--- config.mk ---
export PLATFORM = sky130hd
export DESIGN_NAME = pwm_action_qualifier_force
export DESIGN_NICKNAME = d
export VERILOG_FILES = /design/src/verilog/aq_action_apply.v /design/src/verilog/pwm_action_qualifier_force.v
export VERILOG_INCLUDE_DIRS = /design/src /design/src/verilog
export SDC_FILE = /design/constraint.sdc
export NUM_CORES = 1
export LEC_CHECK = 0
export BUFFER_PORTS_ARGS = -buffer_cell sky130_fd_sc_hd__clkbuf_2
export CORE_UTILIZATION = 38
export CTS_CLUSTER_DIAMETER = 30
export DETAILED_ROUTE_END_ITERATION = 8
export GPL_TIMING_DRIVEN = 1
export PLACE_DENSITY = 0.74
export SLEW_MARGIN = 25
export SYNTH_ARGS = -nofsm -noshare
export SYNTH_HDL_FRONTEND = slang
export SYNTH_SLANG_ARGS = --single-unit
--- constraint.sdc ---
create_clock -name clk_in -period 1.4 [get_ports clk_in]
set_input_delay 0.28 -clock clk_in [delete_from_list [all_inputs] [get_ports clk_in]]
set_output_delay 0.28 -clock clk_in [all_outputs]
set_load 0.01 [all_outputs]
--- src/verilog/aq_force_defs.vh ---
/*
 * Register map, field positions and reset values of the action-qualifier
 * force block. Assumes a 32-bit classic Wishbone slave with byte addressing.
 */
`ifndef AQ_FORCE_DEFS_VH
`define AQ_FORCE_DEFS_VH

// Register byte offsets
`define OFS_OUT_B_ACTION   8'h00
`define OFS_ONE_SHOT       8'h04
`define OFS_CONT_FORCE     8'h08
`define OFS_CONT_ACTIVE    8'h0C
`define OFS_STATUS         8'h10

// Action encodings
`define ACT_NONE           2'h0
`define ACT_LOW            2'h1
`define ACT_HIGH           2'h2
`define ACT_TOGGLE         2'h3

// Output B event action fields
`define FLD_ZERO_LSB       0
`define FLD_PERIOD_LSB     2
`define FLD_COMPARE_A_VALUE_UP_LSB    4
`define FLD_COMPARE_B_VALUE_UP_LSB    8
`define FLD_COMPARE_B_VALUE_DN_LSB    10
`define OUT_B_ACTION_MASK  16'h0F3F

// One-shot force fields
`define FLD_OS_ACT_A_LSB   0
`define FLD_OS_TRIG_A      2
`define FLD_OS_ACT_B_LSB   3
`define FLD_OS_TRIG_B      5
`define FLD_RELOAD_LSB     6
`define ONE_SHOT_RD_MASK   16'h00DB

// Continuous force fields
`define FLD_CF_A_LSB       0
`define FLD_CF_B_LSB       2
`define CONT_FORCE_MASK    16'h000F

// Reload selector values
`define RLD_ZERO           2'h0
`define RLD_PERIOD         2'h1
`define RLD_BOTH           2'h2
`define RLD_IMMEDIATE      2'h3

// Reset values
`define RST_OUT_B_ACTION   16'h0000
`define RST_ONE_SHOT       16'h0000
`define RST_CONT_FORCE     16'h0000

`endif

--- src/verilog/aq_action_apply.v ---
/*
 * Applies one two-bit action code to a current output level.
 * Pure combinational; assumes the caller registers the result.
 */
`timescale 1ns/1ps
`default_nettype none
`include "aq_force_defs.vh"

module aq_action_apply (
	input  wire [1:0] action_in,
	input  wire       level_in,
	output reg        level_out,
	output reg        changes_out
);

	// Decode nothing, low, high or toggle
	always @* begin
		case (action_in)
			`ACT_LOW:    level_out = 1'b0;
			`ACT_HIGH:   level_out = 1'b1;
			`ACT_TOGGLE: level_out = ~level_in;
			default:     level_out = level_in;
		endcase
		changes_out = (action_in != `ACT_NONE);
	end

endmodule // aq_action_apply
`default_nettype wire

--- src/verilog/pwm_action_qualifier_force.v ---
/*
 * Action qualifier with software forces for one PWM channel: counter-event
 * actions on output B, one-shot forces on A and B, continuous forces with
 * shadowed or immediate reload, and a Wishbone register slave.
 * Assumes event inputs come from the time-base and compare logic on the same
 * clock, each a one-cycle pulse per time-base tick; direction is a level.
 * Output A counter-event actions live elsewhere and arrive on out_a_event_in.
 */
`timescale 1ns/1ps
`default_nettype none
`include "aq_force_defs.vh"

module pwm_action_qualifier_force (
	input  wire        clk_in,
	input  wire        nrst_in,
	// Classic Wishbone slave
	input  wire        wb_cyc_in,
	input  wire        wb_stb_in,
	input  wire        wb_we_in,
	input  wire [7:0]  wb_adr_in,
	input  wire [3:0]  wb_sel_in,
	input  wire [31:0] wb_dat_in,
	output reg  [31:0] wb_dat_out,
	output reg         wb_ack_out,
	output reg         wb_err_out,
	// Time-base and compare events
	input  wire        tb_tick_in,
	input  wire        up_down_mode_in,
	input  wire        count_direction_in,
	input  wire        ctr_zero_in,
	input  wire        ctr_period_in,
	input  wire        ctr_cmp_a_in,
	input  wire        ctr_cmp_b_in,
	input  wire [1:0]  out_a_event_in,
	// Pre-dead-band outputs
	output reg         pwm_output_a_out,
	output reg         pwm_output_b_out
);

	reg         rst_s1_q;
	reg         rst_s2_q;
	wire        rst_n;
	reg  [15:0] output_b_action_control_q;
	reg  [1:0]  force_reload_select_q;
	reg  [1:0]  oneshot_action_out_a_q;
	reg  [1:0]  oneshot_action_out_b_q;
	reg         oneshot_trigger_out_a_q;
	reg         oneshot_trigger_out_b_q;
	reg  [3:0]  cont_shadow_q;
	reg  [3:0]  cont_active_q;
	wire        wb_req;
	wire        wr_strobe;
	reg         addr_ok;
	reg  [31:0] rd_data;
	wire        wr_one_shot;
	wire        wr_cont;
	wire        dir_eff;
	wire        evt_cmp_a_up;
	wire        evt_cmp_b_up;
	wire        evt_cmp_b_dn;
	reg  [1:0]  b_event_action;
	wire [1:0]  b_action;
	wire [1:0]  a_action;
	wire        shadow_load;
	wire [1:0]  cf_a;
	wire [1:0]  cf_b;
	wire        a_next;
	wire        b_next;
	wire        a_chg;
	wire        b_chg;

	// Reset release through two flops; assertion stays asynchronous
	always @(posedge clk_in or negedge nrst_in) begin
		if (!nrst_in) begin
			rst_s1_q <= 1'b0;
			rst_s2_q <= 1'b0;
		end else begin
			rst_s1_q <= 1'b1;
			rst_s2_q <= rst_s1_q;
		end
	end
	assign rst_n = rst_s2_q;

	// Bus decode; ack is one cycle, dropped while it is high so it never doubles
	assign wb_req      = wb_cyc_in & wb_stb_in & ~wb_ack_out & ~wb_err_out;
	assign wr_strobe   = wb_req & wb_we_in & addr_ok;
	assign wr_one_shot = wr_strobe & (wb_adr_in == `OFS_ONE_SHOT) & wb_sel_in[0];
	assign wr_cont     = wr_strobe & (wb_adr_in == `OFS_CONT_FORCE) & wb_sel_in[0];

	// Read mux; trigger bits are never stored as readable and read as zero
	always @* begin
		addr_ok = 1'b1;
		rd_data = 32'h00000000;
		case (wb_adr_in)
			`OFS_OUT_B_ACTION: rd_data[15:0] = output_b_action_control_q;
			`OFS_ONE_SHOT: begin
				rd_data[7:6] = force_reload_select_q;
				rd_data[4:3] = oneshot_action_out_b_q;
				rd_data[1:0] = oneshot_action_out_a_q;
			end
			`OFS_CONT_FORCE: rd_data[3:0] = (force_reload_select_q == `RLD_IMMEDIATE) ?
				cont_active_q : cont_shadow_q;
			`OFS_CONT_ACTIVE: rd_data[3:0] = cont_active_q;
			`OFS_STATUS: rd_data[1:0] = {pwm_output_b_out, pwm_output_a_out};
			default: addr_ok = 1'b0;
		endcase
	end

	// Bus answer one cycle after the request; unmapped addresses get err
	always @(posedge clk_in or negedge rst_n) begin
		if (!rst_n) begin
			wb_ack_out <= 1'b0;
			wb_err_out <= 1'b0;
			wb_dat_out <= 32'h00000000;
		end else begin
			wb_ack_out <= wb_req & addr_ok;
			wb_err_out <= wb_req & ~addr_ok;
			if (wb_req & ~wb_we_in)
				wb_dat_out <= rd_data;
		end
	end

	// Configuration register writes, low byte lanes honoured by sel
	always @(posedge clk_in or negedge rst_n) begin
		if (!rst_n) begin
			output_b_action_control_q <= `RST_OUT_B_ACTION;
			force_reload_select_q     <= `RLD_ZERO;
			oneshot_action_out_a_q    <= `ACT_NONE;
			oneshot_action_out_b_q    <= `ACT_NONE;
		end else begin
			if (wr_strobe && wb_adr_in == `OFS_OUT_B_ACTION) begin
				if (wb_sel_in[0])
					output_b_action_control_q[7:0] <= wb_dat_in[7:0] & 8'h3F;
				if (wb_sel_in[1])
					output_b_action_control_q[15:8] <= wb_dat_in[15:8] & 8'h0F;
			end
			if (wr_one_shot) begin
				force_reload_select_q  <= wb_dat_in[`FLD_RELOAD_LSB+1:`FLD_RELOAD_LSB];
				oneshot_action_out_b_q <= wb_dat_in[`FLD_OS_ACT_B_LSB+1:`FLD_OS_ACT_B_LSB];
				oneshot_action_out_a_q <= wb_dat_in[`FLD_OS_ACT_A_LSB+1:`FLD_OS_ACT_A_LSB];
			end
		end
	end

	// One-shot triggers: set by writing 1, held until the next tick launches them
	always @(posedge clk_in or negedge rst_n) begin
		if (!rst_n) begin
			oneshot_trigger_out_a_q <= 1'b0;
			oneshot_trigger_out_b_q <= 1'b0;
		end else begin
			// Set wins over the launch clear so a trigger written on a tick is kept
			if (wr_one_shot && wb_dat_in[`FLD_OS_TRIG_B])
				oneshot_trigger_out_b_q <= 1'b1;
			else if (tb_tick_in)
				oneshot_trigger_out_b_q <= 1'b0;
			if (wr_one_shot && wb_dat_in[`FLD_OS_TRIG_A])
				oneshot_trigger_out_a_q <= 1'b1;
			else if (tb_tick_in)
				oneshot_trigger_out_a_q <= 1'b0;
		end
	end

	// Shadow load events; in immediate mode the bus writes the active copy
	assign shadow_load = tb_tick_in & (
		((force_reload_select_q == `RLD_ZERO)   & ctr_zero_in) |
		((force_reload_select_q == `RLD_PERIOD) & ctr_period_in) |
		((force_reload_select_q == `RLD_BOTH)   & (ctr_zero_in | ctr_period_in)));

	always @(posedge clk_in or negedge rst_n) begin
		if (!rst_n) begin
			cont_shadow_q <= 4'h0;
			cont_active_q <= 4'h0;
		end else begin
			if (wr_cont)
				cont_shadow_q <= wb_dat_in[3:0];
			if (wr_cont && force_reload_select_q == `RLD_IMMEDIATE)
				cont_active_q <= wb_dat_in[3:0];
			else if (shadow_load)
				cont_active_q <= cont_shadow_q;
		end
	end

	// Effective direction: period means down and zero means up in up-down mode
	assign dir_eff = (up_down_mode_in & ctr_period_in) ? 1'b0 :
		(up_down_mode_in & ctr_zero_in) ? 1'b1 :
		count_direction_in;
	assign evt_cmp_a_up = ctr_cmp_a_in & dir_eff;
	assign evt_cmp_b_up = ctr_cmp_b_in & dir_eff;
	assign evt_cmp_b_dn = ctr_cmp_b_in & ~dir_eff;

	// One event per tick wins: zero, period, compare A up, then compare B
	always @* begin
		b_event_action = `ACT_NONE;
		if (ctr_zero_in)
			b_event_action = output_b_action_control_q[`FLD_ZERO_LSB+1:`FLD_ZERO_LSB];
		else if (ctr_period_in)
			b_event_action = output_b_action_control_q[`FLD_PERIOD_LSB+1:`FLD_PERIOD_LSB];
		else if (evt_cmp_a_up)
			b_event_action = output_b_action_control_q[`FLD_COMPARE_A_VALUE_UP_LSB+1:`FLD_COMPARE_A_VALUE_UP_LSB];
		else if (evt_cmp_b_up)
			b_event_action = output_b_action_control_q[`FLD_COMPARE_B_VALUE_UP_LSB+1:`FLD_COMPARE_B_VALUE_UP_LSB];
		else if (evt_cmp_b_dn)
			b_event_action = output_b_action_control_q[`FLD_COMPARE_B_VALUE_DN_LSB+1:`FLD_COMPARE_B_VALUE_DN_LSB];
	end

	// A pending one-shot stands in for the counter action, whatever the direction
	assign b_action = oneshot_trigger_out_b_q ? oneshot_action_out_b_q : b_event_action;
	assign a_action = oneshot_trigger_out_a_q ? oneshot_action_out_a_q : out_a_event_in;

	aq_action_apply u_apply_a (
		.action_in   (a_action),
		.level_in    (pwm_output_a_out),
		.level_out   (a_next),
		.changes_out (a_chg)
	);

	aq_action_apply u_apply_b (
		.action_in   (b_action),
		.level_in    (pwm_output_b_out),
		.level_out   (b_next),
		.changes_out (b_chg)
	);

	assign cf_a = cont_active_q[`FLD_CF_A_LSB+1:`FLD_CF_A_LSB];
	assign cf_b = cont_active_q[`FLD_CF_B_LSB+1:`FLD_CF_B_LSB];

	// Outputs update only on a tick, at most once each; continuous force on top
	always @(posedge clk_in or negedge rst_n) begin
		if (!rst_n) begin
			pwm_output_a_out <= 1'b0;
			pwm_output_b_out <= 1'b0;
		end else if (tb_tick_in) begin
			if (cf_a == `ACT_LOW)
				pwm_output_a_out <= 1'b0;
			else if (cf_a == `ACT_HIGH)
				pwm_output_a_out <= 1'b1;
			else if (a_chg)
				pwm_output_a_out <= a_next;
			if (cf_b == `ACT_LOW)
				pwm_output_b_out <= 1'b0;
			else if (cf_b == `ACT_HIGH)
				pwm_output_b_out <= 1'b1;
			else if (b_chg)
				pwm_output_b_out <= b_next;
		end
	end

endmodule // pwm_action_qualifier_force
`default_nettype wire
### Word level (Yosys, flattened, before mapping)

Cells that the tools add are included.

| storage, ports and cells | value |
|---|---|
| bits in registers | 48 |
| latch bits | 0 |
| memory bits (writable) | 0 |
| memory bits (read-only) | 0 |
| input port bits | 58 |
| logic and storage cells | 115 |
| memories | 0 |

| operators by class | value |
|---|---|
| add/sub/neg operators | 0 |
| multiply operators | 0 |
| divide/modulo/power cells | 0 |
| magnitude comparators | 0 |
| eq/ne operators | 17 |
| shifts and indexed selects | 0 |
| multiplexer cells | 31 |
| bitwise gates (word level) | 31 |
| reductions and logical operators | 20 |

Operator list:

| operator | count |
|---|---|
| $and 1x1->1 | 21 |
| $eq 2x2->1 const B | 8 |
| $eq 8x4->1 const B | 2 |
| $mux 2 | 8 |
| $mux 4 | 4 |
| $mux 1 | 13 |
| $eq 2x1->1 const B | 5 |
| $pmux 2 s5 | 1 |
| $reduce_bool 2->1 | 5 |
| $reduce_bool 5->1 | 2 |
| $pmux 1 s3 | 3 |
| $eq 8x3->1 const B | 1 |
| $eq 8x5->1 const B | 1 |
| $logic_not 8->1 | 1 |
| $not 1->1 | 7 |
| $reduce_and 3->1 | 2 |
| $reduce_bool 3->1 | 2 |
| $reduce_or 5->1 | 1 |
| $logic_and 1x1->1 | 4 |
| $pmux 1 s4 | 1 |
| $reduce_and 2->1 | 2 |
| $or 1x1->1 | 3 |
| $logic_not 2->1 | 1 |
| $pmux 1 s2 | 1 |

### Longest topological paths before layout

Gate-level depths: netlist of the first run.

| depth | value |
|---|---|
| word-level depth | 16 |
| gate-level depth with buffers | 7 |

### Hierarchy

A second synthesis of the first run with hierarchy kept.

| unflattened totals | value |
|---|---|
| cell total of the unflattened synthesis | 211 |
| area total of the unflattened synthesis | 2358.5 sq um |

Modules (own cells, without submodules):

| module | instances | cells an instance | area an instance (sq um) | seq. area each (sq um) |
|---|---|---|---|---|
| pwm_action_qualifier_force | 1 | 205 | 2318.5 | 1101.1 |
| aq_action_apply | 2 | 3 | 20.0 | 0.0 |

### Worst setup path before layout of the first run

No wires, ideal clock.

| timing path | value |
|---|---|
| path type | input-to-reg |
| start point | input wb_adr_in[5] |
| end point | register force_reload_select_q[0] |
| library setup time | 125 ps |
| data arrival time | 2151 ps |
| data required time | 1275 ps |
| slack | -876 ps |
| stages | 7 |
| path buffers | 1 |
| cells stage by stage | or4_4 > or4b_4 > clkinv_2 > nand3_2 > or2_1 > buf_6 > mux2_4 |

| between the ends | value |
|---|---|
| cells in the longest elaborated chain, start to end | 6 |
| elaborated cells between the ends (all ways) | 10 |
| those cells by class | eq/ne (4); mux (1); bitwise (3); reduce/logical (2) |

Ends and longest elaborated chain:

| what | RTL line | RTL |
|---|---|---|
| start: declaration | pwm_action_qualifier_force.v:20 | `input wire [7:0] wb_adr_in,` |
| $eq 8x3->1 (tied with other cells) | pwm_action_qualifier_force.v:94 | `case (wb_adr_in)` |
| $reduce_or 5->1 (no line) | -- |  |
| $mux 1 | pwm_action_qualifier_force.v:94 |  |
| $and 1x1->1 | pwm_action_qualifier_force.v:86 | `assign wr_strobe = wb_req & wb_we_in & addr_ok;` |
| $and 1x1->1 * (2 in series) | pwm_action_qualifier_force.v:87 | `` assign wr_one_shot = wr_strobe & (wb_adr_in == `OFS_ONE_SHOT) & wb_sel_in[0]; `` |
| end signal: assignment | pwm_action_qualifier_force.v:127 | `` force_reload_select_q <= `RLD_ZERO; `` |
| end signal: assignment | pwm_action_qualifier_force.v:138 | `` force_reload_select_q <= wb_dat_in[`FLD_RELOAD_LSB+1:`FLD_RELOAD_LSB]; `` |
| end: declaration | pwm_action_qualifier_force.v:44 | `reg [1:0] force_reload_select_q;` |

Every way passes the cells marked *; elsewhere a longest branch is shown, timed or not.
A chain may end at the register's enable or synchronous reset.

### Worst setup path in the final report of the first run

| timing path | value |
|---|---|
| start point | input wb_adr_in[5] |
| end point | register cont_shadow_q[3] |

| between the ends | value |
|---|---|
| cells in the longest elaborated chain, start to end | 6 |
| elaborated cells between the ends (all ways) | 10 |
| those cells by class | eq/ne (4); mux (1); bitwise (3); reduce/logical (2) |

Ends and longest elaborated chain:

| what | RTL line | RTL |
|---|---|---|
| $eq 8x3->1 (tied with other cells) | pwm_action_qualifier_force.v:94 |  |
| $reduce_or 5->1 (no line) | -- |  |
| $mux 1 | pwm_action_qualifier_force.v:94 |  |
| $and 1x1->1 | pwm_action_qualifier_force.v:86 |  |
| $and 1x1->1 * (2 in series) | pwm_action_qualifier_force.v:88 | `` assign wr_cont = wr_strobe & (wb_adr_in == `OFS_CONT_FORCE) & wb_sel_in[0]; `` |
| end signal: assignment | pwm_action_qualifier_force.v:175 | `cont_shadow_q <= wb_dat_in[3:0];` |
| end: declaration | pwm_action_qualifier_force.v:49 | `reg [3:0] cont_shadow_q;` |

Marks and branches as above.

==> results.md, run 1 <==
- Status: complete, but fails checks
- Violations in the final reports: negative setup slack
- F_max: 0.477 GHz
- Setup-failing EPs final: 39
- First-pass GRT wire length: 10100 µm
- Delay of the slowest cell on the worst path: 540 ps
- Overall fraction of global-route tracks in use: 20.4%
- DIE WIDTH: 82.6 µm
- Critical path buffer and inverter count: 4
- Rel. slew slack: 64.5%
- I/O pin total: 94
- Maximum vdd ir drop: 0.346 mV
- TritonCTS clock tree: done
- Worst hold slack: 209 ps
- Number of global-route vias before repair: 2003
- Buffers from clock root to sink, at most: 2
- Cell-by-cell trace of the critical path: clkbuf_2 > or4_4 > buf_6 > or4_4 > buf_4 > nor2_4 > buf_6 > mux2_4
- Distinct cell type count of the synthesized netlist: 52
- Number of H-tree branching levels: 2
- Library cell with the largest summed area after synthesis: sky130_fd_sc_hd__dfrtp_1
- Proportion of layout cells with a drive suffix above 1: 53.1%
- Number of enable flip-flop cells after synthesis: 0
- Worst Hold Class: input port to register
- Overall power after layout: 2.55 mW
- Top cells by area, synth: sky130_fd_sc_hd__dfrtp_1 (45%), sky130_fd_sc_hd__mux2_2 (7.3%), sky130_fd_sc_hd__buf_4 (6.1%)
- Register-to-register path setup slack: -680 ps
- Unrepaired setup endpoints after global routing: yes
- Crit-path max FO: 4
- Total via count after detailed routing: 2161
- Via density per instance: 5.17
- DRC marker count from the first detailed-route iteration: 118
- Final hold violation count: 0
- Main flop type after synthesis: sky130_fd_sc_hd__dfrtp_1
- Combined area of all synthesized cells: 2470 µm²
- Total Die Area: 6830 µm²
- Routability congestion estimate from global placement: 0.897
- Leakage: 1.77 nW
- Antenna Diode Count: 0
- Maximum number of pins on one net before global-route repair: 43
- Mean instance size in the synthesized netlist: 10.5 µm²
- Clock tree sinks: 44
- Starting Density: 39.1%
- Later-pin clock latency in the skew report: 300 ps
- Root buffer selected by CTS: sky130_fd_sc_hd__clkbuf_8
- Cell at the slowest stage of the critical path: sky130_fd_sc_hd__or4_4
- Post-Place Worst Slack: -1060 ps
- Startpoint types: input port
- Arrival time at the worst endpoint: 2280 ps
- Share of the clock period used by the worst path after layout: 150%
- Pin slew with the least headroom to its limit: 532 ps
- Drt first pass iters: 4
- Initial antenna violation count: 0
- Synthesis warning total: 0
- Proportion of synthesized chip area in sequential cells: 44.6%
- Minimum period implied by the final worst setup slack: 2100 ps
- Critical Path End Type: register
- Synth Register Bits: 44
- Final WL: 6730 µm
- Remaining global-route overflow: 0
- Worst-case setup margin in the final layout: -699 ps
- Power density over the cells: 708 nW/µm²
- Cells after Synth: 235
- Mean routed wirelength per cell: 16.1 µm
- Pins over their slew limit: 0
- Max_cap viols: 0
- Family with the most delay on the worst path: simple AND/OR/NAND/NOR gates
- CTS buffer count: 5
- Fin nets: 402
- Layout overhead on the synthesized area: 45.7%
- Sequential cell area: 1100 µm²
- Final HPWL DP: 4520 µm
- Layout filler cell count: 518
- Area of combinational cells with multiple inputs: 1540 µm²
- Share of async-settable or async-resettable flops after synthesis: 100%
- DRC viols: 0
- Number of nets still failing antenna checks after routing: 0
- Floorplan die height: 82.6 µm
- Clock skew after layout: 8.53 ps
- Fraction of synthesized cell area taken by the top area cell type: 44.6%
- Required arrival time at the worst endpoint: 1580 ps
- Core area: 6310 µm²
- Rows: 29
- Reg clk slew, reported paths: 90 ps
- Startpoint-to-endpoint class of the critical path: input port to register
- Buffers added on ports: 51
[sequential cells by signal (all words and copies together), names as in the netlist]
signal / count
wb_dat_out: 12
output_b_action_control_q: 10
cont_active_q: 4
cont_shadow_q: 4
force_reload_select_q: 2
oneshot_action_out_a_q: 2
oneshot_action_out_b_q: 2
oneshot_trigger_out_a_q: 1
oneshot_trigger_out_b_q: 1
pwm_output_a_out: 1
pwm_output_b_out: 1
rst_n: 1
rst_s1_q: 1
wb_ack_out: 1
wb_err_out: 1
[metal layers]
layer / up-vias / wire [µm] / GRT usage [%]
met5: - / 0 / 0
met1: 1065 / 2860 / 24.4
met2: 64 / 3360 / 35.5
li1: 1014 / - / -
met4: 0 / 189 / 7.24
met3: 18 / 309 / 4.95
[cells in the mapped netlist (2+ instances only)]
library cell and instances:
sky130_fd_sc_hd__inv_1 9, sky130_fd_sc_hd__mux2_4 6, sky130_fd_sc_hd__buf_4 20, sky130_fd_sc_hd__clkbuf_1 5
sky130_fd_sc_hd__mux2_2 16, sky130_fd_sc_hd__or4_4 2, sky130_fd_sc_hd__o22ai_1 4, sky130_fd_sc_hd__nand2_1 19
sky130_fd_sc_hd__nand3_1 2, sky130_fd_sc_hd__a21oi_1 7, sky130_fd_sc_hd__a221oi_1 3, sky130_fd_sc_hd__and2_1 2
sky130_fd_sc_hd__o211ai_1 2, sky130_fd_sc_hd__o21ai_0 7, sky130_fd_sc_hd__nand3b_1 2, sky130_fd_sc_hd__ha_1 4
sky130_fd_sc_hd__a31oi_1 6, sky130_fd_sc_hd__nor3_1 3, sky130_fd_sc_hd__nor2b_1 8, sky130_fd_sc_hd__mux2i_1 9
sky130_fd_sc_hd__o22a_1 2, sky130_fd_sc_hd__a22o_1 5, sky130_fd_sc_hd__conb_1 2, sky130_fd_sc_hd__nor2_1 16
sky130_fd_sc_hd__o21a_1 2, sky130_fd_sc_hd__dfrtp_1 44, sky130_fd_sc_hd__o41ai_1 3
[area by class of cell]
type                            instances  share of cell area, %
Clock buffer                            5                   1.91
Sequential cell                        44                   30.7
Clock inverter                          3                  0.661
Multi-Input combinational cell        174                   42.9
Tap cell                               77                   2.68
Timing Repair Buffer                  105                   20.0
Inverter                               10                   1.18
[kinds of logic after synthesis]
| family | after synthesis | share of synthesized area, % |
|---|---|---|
| AND/OR/NAND/NOR | 67 | 15.1 |
| buffers and inverters | 37 | 9.07 |
| multiplexers | 31 | 14.6 |
| flip-flops | 44 | 44.6 |
| adder cells (fa/ha/maj) | 4 | 2.03 |
| AO/OA/AOI/OAI | 50 | 14.3 |
| other | 2 | 0.304 |
[through the flow]
step | cell area (µm²) | setup TNS (ps) | cells | util, %
6_report | 3600 | -19020 | 418 | 57.0
4_1_cts | 3420 | -17170 | 411 | 54.2
3_5_place_dp | 3080 | -32670 | 398 | 48.7
3_3_place_gp | 3080 | -31820 | 398 | 48.7
5_1_grt | 3600 | -20700 | 418 | 57.0
2_1_floorplan | 2600 | -21470 | 254 | -
[worst paths after layout]
| kind | start | to | cells after the start |
|---|---|---|---|
| worst max-delay path | wb_adr_in[5] | cont_shadow_q[3]$_DFFE_PN0P_ | 8 |
| max in group asynchronous | rst_n$_DFF_PN0_ | force_reload_select_q[1]$_DFFE_PN0P_ | 1 |
| worst max register to register | wb_ack_out$_DFF_PN0_ | cont_shadow_q[3]$_DFFE_PN0P_ | 8 |
| worst min register to register | rst_n$_DFF_PN0_ | output_b_action_control_q[8]$_DFFE_PN0P_ | 1 |
| min in group asynchronous | nrst_in | rst_s1_q$_DFF_PN0_ | 2 |
| worst min-delay path | wb_dat_in[8] | output_b_action_control_q[8]$_DFFE_PN0P_ | 2 |
[cells in the final DEF, fill, tap and decap left out, drive strengths merged, types with 4 or more instances in the layout]
master | netlist | final
o22ai | 4 | 4
mux2 | 22 | 22
ha | 4 | 4
conb | 2 | 21
o21ai | 7 | 7
a31oi | 6 | 6
buf | 22 | 53
clkbuf | 5 | 56
mux2i | 9 | 9
inv | 9 | 9
nor2 | 16 | 16
a21oi | 7 | 7
nor2b | 8 | 8
dfrtp | 44 | 44
nand2 | 19 | 19
a22o | 5 | 5
[where the power goes]
part	total [mW]	switching (mW)	internal [mW]
Sequential	1.34	0.0339	1.30
Clock	0.813	0.459	0.354
Combinational	0.396	0.221	0.175
Total	2.55	0.714	1.83
[timing repair]
item,4_1_cts,5_1_grt
endpoints found under the hold margin,2,0
pin swaps,20,18
buffers inserted,3,8
gates cloned,1,0
gates resized for setup,48,28
setup endpoints to repair,40,41
hold buffers,1,0
No activity file was read; power rests on OpenSTA's default activity.
==> run 2: changes to the inputs <==
Settings changed: SYNTH_HIERARCHICAL set to 1.
==> run 2 against run 1 <==
The flow still finishes with violations (negative setup slack). Setup slack improved by 240 ps. Final area fell by 9.2%. Utilization fell by 2.1 points. Cell count fell by 8.1%. Critical path depth fell by 3. Synthesized area fell by 4.5%. Sequential cell count did not move. Die area fell by 4.4%. Sequential power barely moved. Critical endpoint is now cont_active_q[1]$_DFFE_PN0P_.
==> results.md, run 2 <==
- Remaining global-route overflow: 0
- Proportion of layout cells with a drive suffix above 1: 51.1%
- Cell-by-cell trace of the critical path: buf_6 > or4_4 > or2_4 > or4_4 > mux2_4
- Total via count after detailed routing: 2007
- Clock tree sinks: 44
- Max FFs per register: 12
- Layout filler cell count: 492
- Fraction of synthesized cell area taken by the top area cell type: 46.7%
- Startpoint types: input port
- Later-pin clock latency in the skew report: 300 ps
- Number of nets still failing antenna checks after routing: 0
- Most frequent standard cell in the layout excluding fill and tap cells: sky130_fd_sc_hd__clkbuf_2
- Rows: 28
- Setup Total Neg Slack: -11460 ps
- Core area: 5960 µm²
- First-pass GRT wire length: 8890 µm
- Synth Register Bits: 44
- Total Die Area: 6530 µm²
- Most numerous cell types in the synthesized netlist: sky130_fd_sc_hd__dfrtp_1 (44), sky130_fd_sc_hd__mux2_2 (26), sky130_fd_sc_hd__buf_4 (20), sky130_fd_sc_hd__a22o_1 (11), sky130_fd_sc_hd__a21oi_1 (9)
- Via density per instance: 5.23
- Antenna Diode Count: 0
- Max_cap viols: 0
- Final WL: 5920 µm
- TritonCTS clock tree: done
- Layout overhead on the synthesized area: 38.6%
- Final HPWL DP: 4170 µm
- Share of async-settable or async-resettable flops after synthesis: 100%
- Distinct cell type count of the synthesized netlist: 39
- Drt first pass iters: 4
- Violations in the final reports: negative setup slack
- Pin slew with the least headroom to its limit: 516 ps
- Starting Density: 39.6%
- CTS buffer count: 5
- Overall fraction of global-route tracks in use: 18.4%
- Power density over the cells: 843 nW/µm²
- Proportion of synthesized chip area in sequential cells: 46.7%
- Top cells by area, synth: sky130_fd_sc_hd__dfrtp_1 (47%), sky130_fd_sc_hd__mux2_2 (12%), sky130_fd_sc_hd__buf_4 (6.4%)
- Worst-case setup margin in the final layout: -461 ps
- Cell with the most instances after synthesis: sky130_fd_sc_hd__dfrtp_1
- Clock skew after layout: 5.96 ps
- I/O pin total: 94
- Library cell with the largest summed area after synthesis: sky130_fd_sc_hd__dfrtp_1
- Status: complete, but fails checks
- Placed cell areas: 2940 µm²
- Number of cell instances on the worst register-to-register path: 3
- Unrepaired setup endpoints after global routing: yes
- Cell at the slowest stage of the critical path: sky130_fd_sc_hd__or4_4
- Most used cells in the layout excluding fill and tap cells: sky130_fd_sc_hd__clkbuf_2 (50), sky130_fd_sc_hd__dfrtp_1 (43), sky130_fd_sc_hd__buf_4 (38)
- DIE WIDTH: 80.8 µm
- DRC marker count from the first detailed-route iteration: 142
- Reg clk slew, reported paths: 80 ps
- Setup-failing EPs final: 39
- Worst Hold Class: input port to register
- Reg-to-Reg Start: wb_ack_out$_DFF_PN0_
- Floorplan die height: 80.8 µm
- Number of H-tree branching levels: 2
- Arrival time at the worst endpoint: 2060 ps
- Startpoint-to-endpoint class of the critical path: input port to register
- Final core area utilization: 54.9%
- Rel. slew slack: 65.6%
- Delay of the slowest cell on the worst path: 580 ps
- Mean instance size in the synthesized netlist: 11.2 µm²
- Main flop type after synthesis: sky130_fd_sc_hd__dfrtp_1
- Buffers added on ports: 51
- Maximum number of pins on one net before global-route repair: 43
- DRC viols: 0
- Root buffer selected by CTS: sky130_fd_sc_hd__clkbuf_8
- Summed area of non-filler cells in the final layout: 3270 µm²
- Minimum period implied by the final worst setup slack: 1860 ps
- Initial antenna violation count: 0
- Hold_sp: wb_dat_in[9]
- Buffers from clock root to sink, at most: 2
- Start point of the critical path: wb_adr_in[6]
- Top Registers: wb_dat_out (12), output_b_action_control_q (10)
- Number of global-route vias before repair: 1873
- Fin nets: 366
- Crit-path max FO: 4
- Cells after Synth: 211
- Routability congestion estimate from global placement: 0.800
- Mean routed wirelength per cell: 15.4 µm
- Share of the clock period used by the worst path after layout: 133%
- Register with the most flip-flops: wb_dat_out
- Crit path top cell by count: sky130_fd_sc_hd__or4_4
- Leakage: 1.65 nW
- Synthesis warning total: 6
- Final hold violation count: 0
- Post-Place Worst Slack: -758 ps
- Worst hold slack: 204 ps
- Combined area of all synthesized cells: 2360 µm²
- Count of cells along the worst hold path: 2
- Critical Path End Type: register
- Pins over their slew limit: 0
- Maximum vdd ir drop: 0.372 mV
- F_max: 0.537 GHz
- Number of enable flip-flop cells after synthesis: 0
- Required arrival time at the worst endpoint: 1600 ps
## run 2: cell types whose count changed after synthesis, sizes merged, moves of 4 or more
cell    previous run  this run
inv                9         5
mux2              22        30
nand2             19         6
a22o               5        11
nor2              16         7
or2                2         6
nand3b             2         6
nor2b              8         4
ha                 4         0
nand4b             0         4
## run 2: area by class of cell
| type | instances | area (µm²) | share of cell area (%) |
|---|---|---|---|
| clock buffer | 7 | 96.3 | 2.95 |
| clock inverter | 1 | 30.0 | 0.919 |
| timing repair buffer | 98 | 647 | 19.8 |
| multi-input combinational | 154 | 1280 | 39.2 |
| sequential | 44 | 1100 | 33.7 |
| inverter | 5 | 18.8 | 0.574 |
| tap | 75 | 93.8 | 2.87 |
## run 2: kinds of logic (layout without fill, tap and decap cells)
logic type / Yosys count / count (layout) / synth area share [%]
buffers and inverters: 32 / 111 / 8.33
DFF: 44 / 44 / 46.7
and+or+nand+nor: 51 / 51 / 13.5
muxes: 38 / 38 / 18.4
other: 2 / 21 / 0.318
AOI/OAI and AO/OA: 44 / 44 / 12.8
## run 2: where the power goes
part	internal [mW]	total (mW)	switching, mW
Sequential	1.29	1.32	0.0275
Combinational	0.175	0.378	0.203
Clock	0.629	1.06	0.429
## run 2: through the flow
stage / instances / total power, mW
floorplan: 230 / 1.56
global placement: 367 / 1.67
detailed placement: 367 / 1.68
CTS: 380 / 2.75
global route: 384 / 2.86
finish: 384 / 2.75
## run 2: path summary, 6_finish.rpt
path | to | slack (ps)
worst max-delay path | cont_active_q[1]$_DFFE_PN0P_ | -460
worst min-delay path | output_b_action_control_q[9]$_DFFE_PN0P_ | 200
worst max register to register | cont_active_q[1]$_DFFE_PN0P_ | -320
worst min register to register | output_b_action_control_q[5]$_DFFE_PN0P_ | 310
max in group asynchronous | force_reload_select_q[1]$_DFFE_PN0N_ | 710
min in group asynchronous | rst_n$_DFF_PN0_ | 290
## run 2: critical path: cells and delay by family
family | cells | cell delay (ps)
multiplexers | 1 | 320
buffers and inverters | 1 | 90
AND/OR/NAND/NOR | 3 | 1360
## run 2: layer usage
metal | global-route usage (%) | part of all wire (%)
met5 | 0 | 0
met4 | 6.79 | 2.0
met3 | 5.51 | 5.3
met2 | 32.0 | 53
met1 | 21.4 | 40
## run 2: timing repair
action	CTS	global route
resized for setup	15	15
buffers inserted	3	5
gates cloned	1	0
pin swaps	8	12
hold buffers	1	0
hold endpoints to repair	2	0
endpoints found under the setup margin	39	40
